`config.mk`:
```
export PLATFORM = sky130hd
export DESIGN_NAME = rxsq_regs
export DESIGN_NICKNAME = d
export VERILOG_FILES = /design/src/rtl/rxsq_pkg.sv /design/src/rtl/rxsq_shadow_bank.sv /design/src/rtl/rxsq_regs.sv
export SDC_FILE = /design/constraint.sdc
export NUM_CORES = 1
export LEC_CHECK = 0
export ABC_AREA = 1
export ABC_CLOCK_PERIOD_IN_PS = 5000
export BUFFER_PORTS_ARGS = -buffer_cell sky130_fd_sc_hd__buf_2
export CAP_MARGIN = 20
export CORE_MARGIN = 2
export CORE_UTILIZATION = 35
export DETAILED_ROUTE_END_ITERATION = 6
export PLACE_DENSITY_LB_ADDON = 0.05
export SLEW_MARGIN = 25
export SYNTH_ARGS = -nofsm -noshare
export SYNTH_HDL_FRONTEND = slang
export SYNTH_SLANG_ARGS = --single-unit
```
`constraint.sdc`:
```
create_clock -name clk_i -period 5 [get_ports clk_i]
set_input_delay 0.5 -clock clk_i [delete_from_list [all_inputs] [get_ports clk_i]]
set_output_delay 0.5 -clock clk_i [all_outputs]
set_load 0.05 [all_outputs]
```
`src/rtl/rxsq_pkg.sv`:
```
/*
 * Constants, register map and carrier types of the receive shadow
 * index and receive queue register block.
 * Assumes a single 200 MHz clock and an APB master with 32-bit data.
 */
// How it works
// - shadow write with scope bit 0 updates selector and, with engine in configuration, index; with 1 only selector.
// - two-bit selector picks A seg1, A seg2, B seg1 or B seg2 index entry.
// - index field shows selected shadow header index; engine uses it to find headers.
// - each successful shadow reception updates that shadow's stored index without host.
// - queue choice bit routes first index and shape accesses to queue A or B.
// - eight-bit first index gives the header number of the queue's first buffer.
// - depth field, bits 15 to 8, sets entry count of the chosen queue.
// - size field, bits 6 to 0, sets entry data length in two-byte units.
// - read-only queue A read pointer shows next header index the host may read.
// - host acknowledges an entry by writing the not-empty flag; pointer then advances.
// - pointer past the last entry wraps back to the queue's first index.
package rxsq_pkg;

    localparam int unsigned ADDR_W     = 12;
    localparam int unsigned DATA_W     = 32;
    localparam int unsigned IDX_W      = 8;
    localparam int unsigned SEL_W      = 2;
    localparam int unsigned SIZE_W     = 7;
    localparam int unsigned NUM_SHADOW = 4;
    localparam int unsigned EV_W       = 3;

    // register byte offsets
    localparam logic [ADDR_W-1:0] OFF_SHADOW = 12'h084;
    localparam logic [ADDR_W-1:0] OFF_RDPTR  = 12'h08C;
    localparam logic [ADDR_W-1:0] OFF_CHOICE = 12'h090;
    localparam logic [ADDR_W-1:0] OFF_FIRST  = 12'h094;
    localparam logic [ADDR_W-1:0] OFF_SHAPE  = 12'h098;
    localparam logic [ADDR_W-1:0] OFF_STATUS = 12'h09C;
    localparam logic [ADDR_W-1:0] OFF_MASK   = 12'h0A0;
    localparam logic [ADDR_W-1:0] OFF_ACK    = 12'h0A4;

    // field positions
    localparam int unsigned SCOPE_POS  = 15;
    localparam int unsigned SEL_LSB    = 12;
    localparam int unsigned IDX_LSB    = 0;
    localparam int unsigned DEPTH_LSB  = 8;
    localparam int unsigned SIZE_LSB   = 0;
    localparam int unsigned CHOICE_POS = 0;
    localparam int unsigned ACK_POS    = 0;

    // event bits of status and mask
    localparam int unsigned EV_SHADOW = 0;
    localparam int unsigned EV_ACK    = 1;
    localparam int unsigned EV_WRAP   = 2;

    // reset values
    localparam logic [IDX_W-1:0]  RST_IDX  = 8'h00;
    localparam logic [SEL_W-1:0]  RST_SEL  = 2'h0;
    localparam logic [SIZE_W-1:0] RST_SIZE = 7'h00;
    localparam logic [EV_W-1:0]   RST_EV   = 3'h0;
    localparam logic [DATA_W-1:0] ZERO_W   = 32'h0000_0000;

    typedef struct packed {
        logic [SEL_W-1:0] sel;
        logic [IDX_W-1:0] index;
    } rxsq_shadow_upd_t;

    typedef struct packed {
        logic [IDX_W-1:0]  first;
        logic [IDX_W-1:0]  depth;
        logic [SIZE_W-1:0] size;
    } rxsq_queue_cfg_t;

endpackage : rxsq_pkg

```
`src/rtl/rxsq_shadow_bank.sv`:
```
/*
 * Four shadow header index entries, written by the host or by the
 * receive engine after a successful reception.
 * Assumes write and update strobes are one-cycle pulses on clk_i.
 */
`timescale 1ns/1ps
`default_nettype none
module rxsq_shadow_bank
    import rxsq_pkg::*;
(
    // clock and reset
    input  wire logic                        clk_i,
    input  wire logic                        reset_n_i,
    // host write
    input  wire logic                        wr_en_i,
    input  wire logic [SEL_W-1:0]            wr_sel_i,
    input  wire logic [IDX_W-1:0]            wr_index_i,
    // engine update
    input  wire logic                        upd_valid_i,
    input  wire rxsq_shadow_upd_t            upd_i,
    // stored indices
    output logic [NUM_SHADOW*IDX_W-1:0]      index_o
);

    genvar g;
    generate
        for (g = 0; g < NUM_SHADOW; g++) begin : g_entry
            logic             hw_hit;
            logic             sw_hit;
            logic [IDX_W-1:0] idx_r;
            logic [IDX_W-1:0] idx_nxt;
            assign hw_hit  = upd_valid_i && (upd_i.sel == SEL_W'(g));
            assign sw_hit  = wr_en_i && (wr_sel_i == SEL_W'(g));
            // engine update wins over a host write in the same cycle
            assign idx_nxt = hw_hit ? upd_i.index : (sw_hit ? wr_index_i : idx_r);
            always_ff @(posedge clk_i or negedge reset_n_i) begin
                if (!reset_n_i) begin
                    idx_r <= RST_IDX;
                end else begin
                    idx_r <= idx_nxt;
                end
            end
            assign index_o[g*IDX_W +: IDX_W] = idx_r;

        end
    endgenerate
endmodule : rxsq_shadow_bank
`default_nettype wire

```
`src/rtl/rxsq_regs.sv`:
```
/*
 * APB register block: shadow index access, receive queue choice,
 * first index and shape, queue A read pointer, event status and mask.
 * Assumes an APB master with 32-bit data and a receive engine on clk_i.
 */
`timescale 1ns/1ps
`default_nettype none
module rxsq_regs
    import rxsq_pkg::*;
(
    // clock and reset
    input  wire logic                   clk_i,
    input  wire logic                   reset_n_i,
    // apb slave
    input  wire logic                   psel_i,
    input  wire logic                   penable_i,
    input  wire logic                   pwrite_i,
    input  wire logic [ADDR_W-1:0]      paddr_i,
    input  wire logic [DATA_W-1:0]      pwdata_i,
    output logic [DATA_W-1:0]           prdata_o,
    output logic                        pready_o,
    output logic                        pslverr_o,
    // receive engine
    input  wire logic                   config_state_i,
    input  wire logic                   shadow_upd_valid_i,
    input  wire rxsq_shadow_upd_t       shadow_upd_i,
    // configuration towards the engine
    output logic [NUM_SHADOW*IDX_W-1:0] shadow_index_o,
    output rxsq_queue_cfg_t             queue_a_cfg_o,
    output rxsq_queue_cfg_t             queue_b_cfg_o,
    output logic [IDX_W-1:0]            read_ptr_o,
    // interrupt
    output logic                        irq_o
);

    function automatic logic reg_hit(input logic [ADDR_W-1:0] addr, input logic [ADDR_W-1:0] off);
        reg_hit = (addr == off);
    endfunction : reg_hit

    function automatic logic [IDX_W-1:0] ptr_advance(input logic [IDX_W-1:0] ptr,
                                                     input rxsq_queue_cfg_t   cfg);
        logic [IDX_W-1:0] last;
        last = IDX_W'(cfg.first + cfg.depth - 8'h01);
        if (cfg.depth == 8'h00 || ptr == last) begin
            ptr_advance = cfg.first;
        end else begin
            ptr_advance = IDX_W'(ptr + 8'h01);
        end
    endfunction : ptr_advance

    // registers
    logic [DATA_W-1:0]  prdata_r;
    logic               pready_r;
    logic               pslverr_r;
    logic [SEL_W-1:0]   shadow_sel_r;
    logic               choice_r;
    rxsq_queue_cfg_t    queue_a_r;
    rxsq_queue_cfg_t    queue_b_r;
    logic [IDX_W-1:0]   read_ptr_r;
    logic [EV_W-1:0]    status_r;
    logic [EV_W-1:0]    mask_r;
    logic               irq_r;

    // bus phase decode
    wire setup_w  = psel_i && !penable_i;
    wire commit_w = psel_i && penable_i && pready_r;
    wire wr_w     = commit_w && pwrite_i;

    wire hit_shadow = reg_hit(paddr_i, OFF_SHADOW);
    wire hit_rdptr  = reg_hit(paddr_i, OFF_RDPTR);
    wire hit_choice = reg_hit(paddr_i, OFF_CHOICE);
    wire hit_first  = reg_hit(paddr_i, OFF_FIRST);
    wire hit_shape  = reg_hit(paddr_i, OFF_SHAPE);
    wire hit_status = reg_hit(paddr_i, OFF_STATUS);
    wire hit_mask   = reg_hit(paddr_i, OFF_MASK);
    wire hit_ack    = reg_hit(paddr_i, OFF_ACK);
    wire mapped_w   = hit_shadow | hit_rdptr | hit_choice | hit_first | hit_shape
                    | hit_status | hit_mask | hit_ack;
    // read pointer is read-only: a write to it is an error
    wire err_w      = !mapped_w || (pwrite_i && hit_rdptr);

    // shadow index access
    wire [SEL_W-1:0] wr_sel_w    = pwdata_i[SEL_LSB +: SEL_W];
    wire [IDX_W-1:0] wr_idx_w    = pwdata_i[IDX_LSB +: IDX_W];
    wire             wr_shadow_w = wr_w && hit_shadow;
    // index only written with scope bit clear and engine in configuration
    wire             wr_sh_idx_w = wr_shadow_w && !pwdata_i[SCOPE_POS] && config_state_i;
    wire [IDX_W-1:0] sh_rd_idx_w = shadow_index_o[shadow_sel_r*IDX_W +: IDX_W];

    rxsq_shadow_bank u_bank (
        .clk_i       (clk_i),
        .reset_n_i   (reset_n_i),
        .wr_en_i     (wr_sh_idx_w),
        .wr_sel_i    (wr_sel_w),
        .wr_index_i  (wr_idx_w),
        .upd_valid_i (shadow_upd_valid_i),
        .upd_i       (shadow_upd_i),
        .index_o     (shadow_index_o)
    );

    // queue routing through the choice bit
    wire             wr_first_w = wr_w && hit_first;
    wire             wr_shape_w = wr_w && hit_shape;
    rxsq_queue_cfg_t sel_cfg_w;
    assign sel_cfg_w = choice_r ? queue_b_r : queue_a_r;
    rxsq_queue_cfg_t cfg_wr_w;
    assign cfg_wr_w.first = wr_first_w ? pwdata_i[IDX_LSB +: IDX_W] : sel_cfg_w.first;
    assign cfg_wr_w.depth = wr_shape_w ? pwdata_i[DEPTH_LSB +: IDX_W] : sel_cfg_w.depth;
    assign cfg_wr_w.size  = wr_shape_w ? pwdata_i[SIZE_LSB +: SIZE_W] : sel_cfg_w.size;
    wire             cfg_wr_en = wr_first_w || wr_shape_w;
    wire             wr_qa_w   = cfg_wr_en && !choice_r;
    wire             wr_qb_w   = cfg_wr_en && choice_r;

    // read pointer of queue A
    wire             ack_w      = wr_w && hit_ack && pwdata_i[ACK_POS];
    wire [IDX_W-1:0] ptr_step_w = ptr_advance(read_ptr_r, queue_a_r);
    wire             wrap_w     = ack_w && (ptr_step_w == queue_a_r.first);
    // a new first index of queue A restarts the pointer
    wire             ptr_load_w = wr_first_w && !choice_r;
    wire [IDX_W-1:0] ptr_nxt    = ptr_load_w ? cfg_wr_w.first : (ack_w ? ptr_step_w : read_ptr_r);

    // events: sticky, set wins over write-one clear
    wire [EV_W-1:0] ev_set_w;
    assign ev_set_w[EV_SHADOW] = shadow_upd_valid_i;
    assign ev_set_w[EV_ACK]    = ack_w;
    assign ev_set_w[EV_WRAP]   = wrap_w;
    wire [EV_W-1:0] ev_clr_w   = (wr_w && hit_status) ? pwdata_i[EV_W-1:0] : RST_EV;
    wire [EV_W-1:0] status_nxt = (status_r & ~ev_clr_w) | ev_set_w;
    wire [EV_W-1:0] mask_nxt   = (wr_w && hit_mask) ? pwdata_i[EV_W-1:0] : mask_r;
    wire            irq_nxt    = |(status_nxt & mask_nxt);

    // read mux, sampled in setup phase
    logic [DATA_W-1:0] rd_mux_w;
    always_comb begin
        rd_mux_w = ZERO_W;
        if (hit_shadow) begin
            rd_mux_w[SEL_LSB +: SEL_W] = shadow_sel_r;
            rd_mux_w[IDX_LSB +: IDX_W] = sh_rd_idx_w;
        end
        if (hit_rdptr) begin
            rd_mux_w[IDX_LSB +: IDX_W] = read_ptr_r;
        end
        if (hit_choice) begin
            rd_mux_w[CHOICE_POS] = choice_r;
        end
        if (hit_first) begin
            rd_mux_w[IDX_LSB +: IDX_W] = sel_cfg_w.first;
        end
        if (hit_shape) begin
            rd_mux_w[DEPTH_LSB +: IDX_W] = sel_cfg_w.depth;
            rd_mux_w[SIZE_LSB +: SIZE_W] = sel_cfg_w.size;
        end
        if (hit_status) begin
            rd_mux_w[EV_W-1:0] = status_r;
        end
        if (hit_mask) begin
            rd_mux_w[EV_W-1:0] = mask_r;
        end
    end

    // bus answer: no wait state, ready in first access cycle
    always_ff @(posedge clk_i or negedge reset_n_i) begin
        if (!reset_n_i) begin
            prdata_r  <= ZERO_W;
            pready_r  <= 1'b0;
            pslverr_r <= 1'b0;
        end else begin
            pready_r  <= setup_w;
            pslverr_r <= setup_w && err_w;
            prdata_r  <= (setup_w && !pwrite_i) ? rd_mux_w : ZERO_W;
        end
    end

    // control state
    always_ff @(posedge clk_i or negedge reset_n_i) begin
        if (!reset_n_i) begin
            shadow_sel_r <= RST_SEL;
            choice_r     <= 1'b0;
            queue_a_r    <= '{first: RST_IDX, depth: RST_IDX, size: RST_SIZE};
            queue_b_r    <= '{first: RST_IDX, depth: RST_IDX, size: RST_SIZE};
            read_ptr_r   <= RST_IDX;
            status_r     <= RST_EV;
            mask_r       <= RST_EV;
            irq_r        <= 1'b0;
        end else begin
            shadow_sel_r <= wr_shadow_w ? wr_sel_w : shadow_sel_r;
            choice_r     <= (wr_w && hit_choice) ? pwdata_i[CHOICE_POS] : choice_r;
            queue_a_r    <= wr_qa_w ? cfg_wr_w : queue_a_r;
            queue_b_r    <= wr_qb_w ? cfg_wr_w : queue_b_r;
            read_ptr_r   <= ptr_nxt;
            status_r     <= status_nxt;
            mask_r       <= mask_nxt;
            irq_r        <= irq_nxt;
        end
    end

    assign prdata_o      = prdata_r;
    assign pready_o      = pready_r;
    assign pslverr_o     = pslverr_r;
    assign queue_a_cfg_o = queue_a_r;
    assign queue_b_cfg_o = queue_b_r;
    assign read_ptr_o    = read_ptr_r;
    assign irq_o         = irq_r;
endmodule : rxsq_regs
`default_nettype wire

```
After elaboration in Yosys (flattened, before gate mapping)
Index checks and enable logic that the tools add are counted.
{"block": "op_classes", "n_addsub": 3, "eq_ne": 16, "shift": 1, "mux": 27, "bitwise_logic": 11, "reduce_logical": 46}
{"op": "two-way mux 8 bit", "count": 17}
{"op": "equality test 12 x 8 -> 1 bit (second input constant)", "count": 8}
{"op": "indexed part select 32 x 6 -> 8 bit", "count": 1}
{"op": "logical AND 1 bit", "count": 29}
{"op": "two-way mux 23 bit", "count": 1}
{"op": "equality test 8 bit", "count": 2}
{"op": "two-way mux 16 bit", "count": 1}
{"op": "two-way mux 7 bit", "count": 2}
{"op": "two-way mux 3 bit", "count": 4}
{"op": "nonzero test 2 bit", "count": 5}
{"op": "adder 8 x 1 -> 8 bit (second input constant)", "count": 1}
{"op": "adder 8 bit", "count": 1}
{"op": "equality test 2 bit (second input constant)", "count": 4}
{"op": "zero test 8 bit", "count": 1}
{"op": "subtractor 8 x 1 -> 8 bit (second input constant)", "count": 1}
{"op": "bitwise OR 1 bit", "count": 7}
{"op": "AND 3 bit", "count": 2}
{"op": "zero test 1 bit", "count": 5}
{"op": "equality test 2 x 1 -> 1 bit (second input constant)", "count": 2}
{"op": "zero test 2 bit", "count": 2}
{"op": "logical OR 1 bit", "count": 3}
{"op": "NOT 3 bit", "count": 1}
{"op": "bitwise OR 3 bit", "count": 1}
{"op": "OR reduction 3 bit", "count": 1}
{"op": "2 further kinds", "count": 2}
{"block": "word_totals", "regBits": 114, "in_bits": 61, "output_inout_bits": 121}

Longest topological paths before layout
{"block": "logic_depth", "depth_word": 11, "ltp_mapped": 23, "mapped_depth_nobuf": 22}

Hierarchy
A second synthesis with hierarchy kept.
{"block": "unflattened", "hier_cells": 931, "area_unflattened_um2": 6998.0}
{"mod": "rxsq_regs", "instances": 1, "cells_per_inst": 706, "area_each_um2": 5278.8, "seq_area_each_um2": 2052.0}
{"mod": "rxsq_shadow_bank", "instances": 1, "cells_per_inst": 225, "area_each_um2": 1719.1, "seq_area_each_um2": 800.8}

Least setup slack after synthesis
Ideal clock, no wire load.
{"block": "synth_path", "path_kind": "register to register", "startpoint": "register queue_a_r, in the netlist queue_a_cfg_o[16]", "endpoint": "register irq_r, in the netlist irq_o", "t_arrival_ps": 3046, "slack_ps": 1890, "path_stages_with_launch": 23, "path_buffers": 1, "period_less_slack_ps": 3110, "cell_sequence": "dfrtp_1 -> inv_1 -> ha_1 -> inv_1 -> ha_1 -> inv_1 -> fa_1 -> inv_1 -> nand2_1 -> nand2_1 -> nand3_1 -> nor2_1 -> nand2_1 -> nor2_1 -> nand2_2 -> buf_2 -> nand4_1 -> nand2_1 -> nor2_1 -> nand3_1 -> o21bai_1 -> nand2_1 -> nand2_1"}
{"block": "synth_between", "elab_chain_len": 10}
{"element": "from (decl)", "line_no": "rxsq_regs.sv:57", "rtl": "rxsq_queue_cfg_t queue_a_r;"}
{"element": "from (signal assigned)", "line_no": "rxsq_regs.sv:179", "rtl": "queue_a_r <= '{first: RST_IDX, depth: RST_IDX, size: RST_SIZE};"}
{"element": "from (signal assigned)", "line_no": "rxsq_regs.sv:188", "rtl": "queue_a_r <= wr_qa_w ? cfg_wr_w : queue_a_r;"}
{"element": "adder 8 bit", "line_no": "rxsq_regs.sv:43", "rtl": "last = IDX_W'(cfg.first + cfg.depth - 8'h01);"}
{"element": "subtractor 8 x 1 -> 8 bit", "line_no": "rxsq_regs.sv:43"}
{"element": "equality test 8 bit", "line_no": "rxsq_regs.sv:44", "rtl": "if (cfg.depth == 8'h00 || ptr == last) begin"}
{"element": "logical OR 1 bit", "line_no": "rxsq_regs.sv:44"}
{"element": "two-way mux 8 bit", "line_no": "rxsq_regs.sv:44"}
{"element": "equality test 8 bit (*)", "line_no": "rxsq_regs.sv:117", "rtl": "wire wrap_w = ack_w && (ptr_step_w == queue_a_r.first);"}
{"element": "logical AND 1 bit (*)", "line_no": "rxsq_regs.sv:117"}
{"element": "bitwise OR 3 bit (*)", "line_no": "rxsq_regs.sv:128", "rtl": "wire [EV_W-1:0] status_nxt = (status_r & ~ev_clr_w) | ev_set_w;"}
{"element": "net status_nxt[2]", "line_no": "rxsq_regs.sv:128"}
{"element": "AND 3 bit (*)", "line_no": "rxsq_regs.sv:130", "rtl": "wire irq_nxt = |(status_nxt & mask_nxt);"}
{"element": "OR reduction 3 bit (*)", "line_no": "rxsq_regs.sv:130"}
{"element": "net irq_nxt", "line_no": "rxsq_regs.sv:130"}
{"element": "to (signal assigned)", "line_no": "rxsq_regs.sv:193", "rtl": "irq_r <= irq_nxt;"}
{"element": "to (decl)", "line_no": "rxsq_regs.sv:62", "rtl": "logic irq_r;"}
Mark *: on every way through the listed nets, which the timed path passes. The rest lies on a longest branch.
A chain may end at the register's enable or synchronous reset.

Final worst setup path
{"block": "layout_path", "startpoint": "register queue_a_r, in the netlist queue_a_cfg_o[8]", "endpoint": "register read_ptr_r[3], in the netlist read_ptr_o[3]"}
{"block": "layout_between", "elab_chain_len": 7, "elab_cells_between_ends": 8, "classes_between": "2 x add/sub; 1 x eq/ne; 3 x mux; 2 x reduce/logical"}
{"element": "adder 8 bit", "line_no": "rxsq_regs.sv:43"}
{"element": "subtractor 8 x 1 -> 8 bit", "line_no": "rxsq_regs.sv:43"}
{"element": "equality test 8 bit", "line_no": "rxsq_regs.sv:44"}
{"element": "logical OR 1 bit (*)", "line_no": "rxsq_regs.sv:44"}
{"element": "two-way mux 8 bit (*)", "line_no": "rxsq_regs.sv:44"}
{"element": "two-way mux 8 bit (*) (2 in series)", "line_no": "rxsq_regs.sv:120", "rtl": "wire [IDX_W-1:0] ptr_nxt = ptr_load_w ? cfg_wr_w.first : (ack_w ? ptr_step_w : read_ptr_r);"}
{"element": "to (signal assigned)", "line_no": "rxsq_regs.sv:190", "rtl": "read_ptr_r <= ptr_nxt;"}
{"element": "to (decl)", "line_no": "rxsq_regs.sv:59", "rtl": "logic [IDX_W-1:0] read_ptr_r;"}
Mark *: on every way between the ends. The rest lies on a longest branch, timed or not. The select of a mux whose other input is x is not followed.

==> results by group <==
Outcome
  • Status: complete, no violations

Synth
  • Yosys top cell area share: 41.4%
  • Synth area leader: dfrtp_1
  • Ys async rst share: 100%
  • Most frequent cell after synthesis: nand2_1
  • Post-synthesis sequential element count: 114
  • Cell Area, Synth: 0.00689 sq mm
  • Post-synthesis cell count: 928
  • Post-synth cell types: 50
  • Register area share after synthesis: 41.4%
  • Synth warn: 0
  • Most used DFF post-synth: dfrtp_1
  • Number of enable flip-flop cells after synthesis: 0
  • Mapped Avg Cell Area: 7.43 sq um
  • Top cells by area, synth: dfrtp_1 41%, nand2_1 13%, o21ai_0 10%, inv_1 5.2%, nor2_1 4.3%
  • Top cells by count, synth: 232 x nand2_1, 140 x o21ai_0, 114 x dfrtp_1, 95 x inv_1, 79 x nor2_1

Critical path
  • Maximum fanout along the worst path: 17
  • R2R cell count: 18
  • Most numerous cell on the critical path: inv_1
  • Critical path type: reg -> reg
  • RR Endpoint: read_ptr_o[3]$_DFFE_PN0P_
  • Worst setup SP type: register
  • CP Capture Point: read_ptr_o[3]$_DFFE_PN0P_
  • CP startpoint: queue_a_cfg_o[8]$_DFFE_PN0P_
  • Max incr delay on CP: around 0.44 ns
  • Reg-to-Reg Start: queue_a_cfg_o[8]$_DFFE_PN0P_
  • Worst Path Arrival: 3.72 ns
  • Slowest-stage cell, CP: nand2_1
  • Data required time of the worst path: 5.30 ns
  • Worst reg2reg setup slack: 1.58 ns
  • Crit path capture type: register
  • CP Cell Sequence: inv_1 > ha_1 > inv_1 > ha_1 > inv_1 > fa_1 > inv_1 > nand2_1 > nand3_1 > nand2_1 > nor2_1 > nand2_1 > nor2_1 > nand2_2 > nand2_1 > o21ai_0 > o221ai_1 > inv_1

Pwr
  • Combinational cell fraction of total power: 15.3%
  • Max IR drop VDD: 0.000230 V
  • Int Pwr: roughly 1900 uW
  • Leak pwr: between 0.004 and 0.005 uW
  • Clock power share: 47.5%
  • Net load switching power: roughly 800 uW
  • Sequential Power Share: 37.2%
  • Net switching fraction of the power: 30.1%
  • Cell area power density: 326 mW/mm^2

Timing
  • Tcrit/Tclk final: between 60 and 70%
  • Final worst slack: 1.58 ns
  • Setup total negative slack: 0 ns
  • Worst-margin pin slew: 0.884 ns
  • Peak Freq: roughly 290 MHz
  • Hold slack: 0.0861 ns
  • Clock skew: 0.00845 ns
  • Post-layout min period: 3.42 ns
  • Max-Slew Margin vs Limit: 40.9%
  • Hold Vio Cnt, Final: 0
  • Pins Over Slew Limit: 0
  • RSZ-0062 raised after global routing: false
  • Final setup viols: 0

CTS
  • TritonCTS Buffers: 17
  • Post-cts resize count: 0
  • Later-pin clock latency in the skew report: approximately 0.42 ns
  • CTS tree: yes
  • Hold buffers post-CTS: 0
  • Clk slew on worst S/H paths: ~0.06 ns
  • Post-CTS Setup Inserts: 0
  • CTS Sinks: approximately 110
  • CTS max path bufs: 2
  • H-tree levels: 4
  • Clk root buf: clkbuf_16

Die
  • # IOs: between 150 and 200
  • Die Ht: 144 um
  • Die ar.: roughly 0.021 sq mm
  • Num rows: 51
  • Initial Utilization: 35.5%
  • Die Span X: 144 um
  • Total core area: 0.0194 sq mm

Cells and area
  • Area delta synth->final: 21.7%
  • Filler Cells Inserted: 2097
  • N_diodes: 0
  • Nets: approximately 1.1k
  • Final Cell Area: ~0.0084 sq mm
  • Final core occ: between 40% and 50%
  • Layout cells sized above 1: around a fifth

GRT
  • First-pass GRT wire length: between 30 and 40 mm
  • Remaining global-route overflow: 0
  • GRT Total Usage: a little under a quarter
  • Initial antenna violation count: 1
  • Vias in the first global route: 6095
  • Pin count of the biggest net entering global routing: 72

Min path
  • HP Class: in -> async

Route
  • TritonRoute pass-1 iters: 4
  • Residual DRC count: 0
  • WL/cell: 18.2 um
  • Wirelength, routed: 24.3 mm
  • Via count: 6714
  • Vias/cell: 5.01
  • DR iter-0 viols: 552
  • Detail Route Antenna Nets: 0

Placed design
  • DP Worst Slack: 1.22 ns
  • Placed inst area: 0.00777 sq mm
  • GPL Wtd Cong: ~0.9
  • Dpl hpwl: 18.0 mm
  • Port bufs: 149

Run
  • Max_cap viols: 0
through the flow:
step,cells,power [uW]
after global routing,1339,2830
after CTS,1339,2750
after global placement,1309,1450
after detailed placement,1309,1450
after floorplan,943,1310
final,1339,2730
worst max-delay path: cells and delay by family, from the launching register on:
kind | cells | cell delay, ns
buf+inv | 5 | 0.49
simple gates | 8 | 1.13
compound gates | 2 | 0.42
fa+ha+maj | 3 | 0.85
flops | 1 | 0.41
per-layer routing:
metal  track usage (%)  up-vias  routed length (um)
li1                  -     3319                   -
met1              36.6     3152               12100
met2              33.9      221               10500
met3              4.21       22                1410
met4              7.05        0                 359
met5                 0        -                   0
cells by family (layout without fill, tap and decap cells):
| family | count (synthesis) | count (layout) | synth area share (%) |
|---|---|---|---|
| and+or+nand+nor | 398 | 398 | 25.1 |
| buffers and inverters | 159 | 290 | 10.1 |
| AOI/OAI and AO/OA | 231 | 231 | 19.2 |
| xor gates and xnor gates | 10 | 10 | 1.27 |
| other | 1 | 16 | 0.0544 |
| adders and majority gates | 15 | 15 | 2.83 |
| DFF | 114 | 114 | 41.4 |
worst min-delay path by stage:
stage / slack [ns] / startpoint / depth (start not counted) / to
final: 0.09 / reset_n_i / 1 / prdata_o[10]$_DFF_PN0_
after detailed placement: 0.49 / queue_b_cfg_o[22]$_DFFE_PN0P_ / 2 / queue_b_cfg_o[22]$_DFFE_PN0P_
after CTS: 0.24 / penable_i / 2 / pready_o$_DFF_PN0_
after global routing: 0.15 / reset_n_i / 1 / prdata_o[9]$_DFF_PN0_
after global placement: 0.49 / queue_b_cfg_o[8]$_DFFE_PN0P_ / 2 / queue_b_cfg_o[8]$_DFFE_PN0P_
after floorplan: 0.20 / reset_n_i / 0 / choice_r$_DFFE_PN0P_
power by group through the flow:
stage,Sequential (uW),Combinational [uW],Clock [uW]
2_1_floorplan,1180,129,0
4_1_cts,1020,419,1320
3_3_place_gp,1030,418,0
3_5_place_dp,1030,418,0
6_report,1020,417,1300
5_1_grt,1020,447,1360
sequential cells by signal, indices dropped and copies added (netlist names):
name and cells:
queue_b_cfg_o 23, irq_o 1, pready_o 1, pslverr_o 1, status_r 3, queue_a_cfg_o 23, read_ptr_o 8, prdata_o 16
choice_r 1, shadow_sel_r 2, u_bank.g_entry.idx_r 32, mask_r 3
area by class of cell:
cell class | count | area (sq um) | area share, %
Clock inverter | 10 | 159 | 1.89
Tap cell | 265 | 332 | 3.95
Multi-Input combinational cell | 670 | 3400 | 40.5
Timing Repair Buffer | 153 | 782 | 9.32
Sequential cell | 114 | 2850 | 34.0
Inverter | 107 | 412 | 4.91
Clock buffer | 20 | 457 | 5.44
placed cells by master, fill, tap and decap left out, types with 3 or more instances in the layout:
master,n
nand2_1,232
buf_2,148
o21ai_0,140
dfrtp_1,114
inv_1,95
nor2_1,79
nand3_1,33
a21oi_1,32
nand4_1,19
clkbuf_16,17
conb_1,16
a31oi_1,14
ha_1,14
o211ai_1,8
inv_2,7
nor3_1,7
o22ai_1,7
nand2_2,6
o221ai_1,6
xor2_1,6
nor4_1,4
a211oi_1,4
a22oi_1,4
xnor2_1,4
o21ai_1,4
bufinv_16,4
buf_4,4
nor2_2,3
clkinv_1,3
nand3b_1,3
or2_2,3
a21oi_2,3
clkinv_2,3
Note: power is estimated with default switching activity, not from simulation.
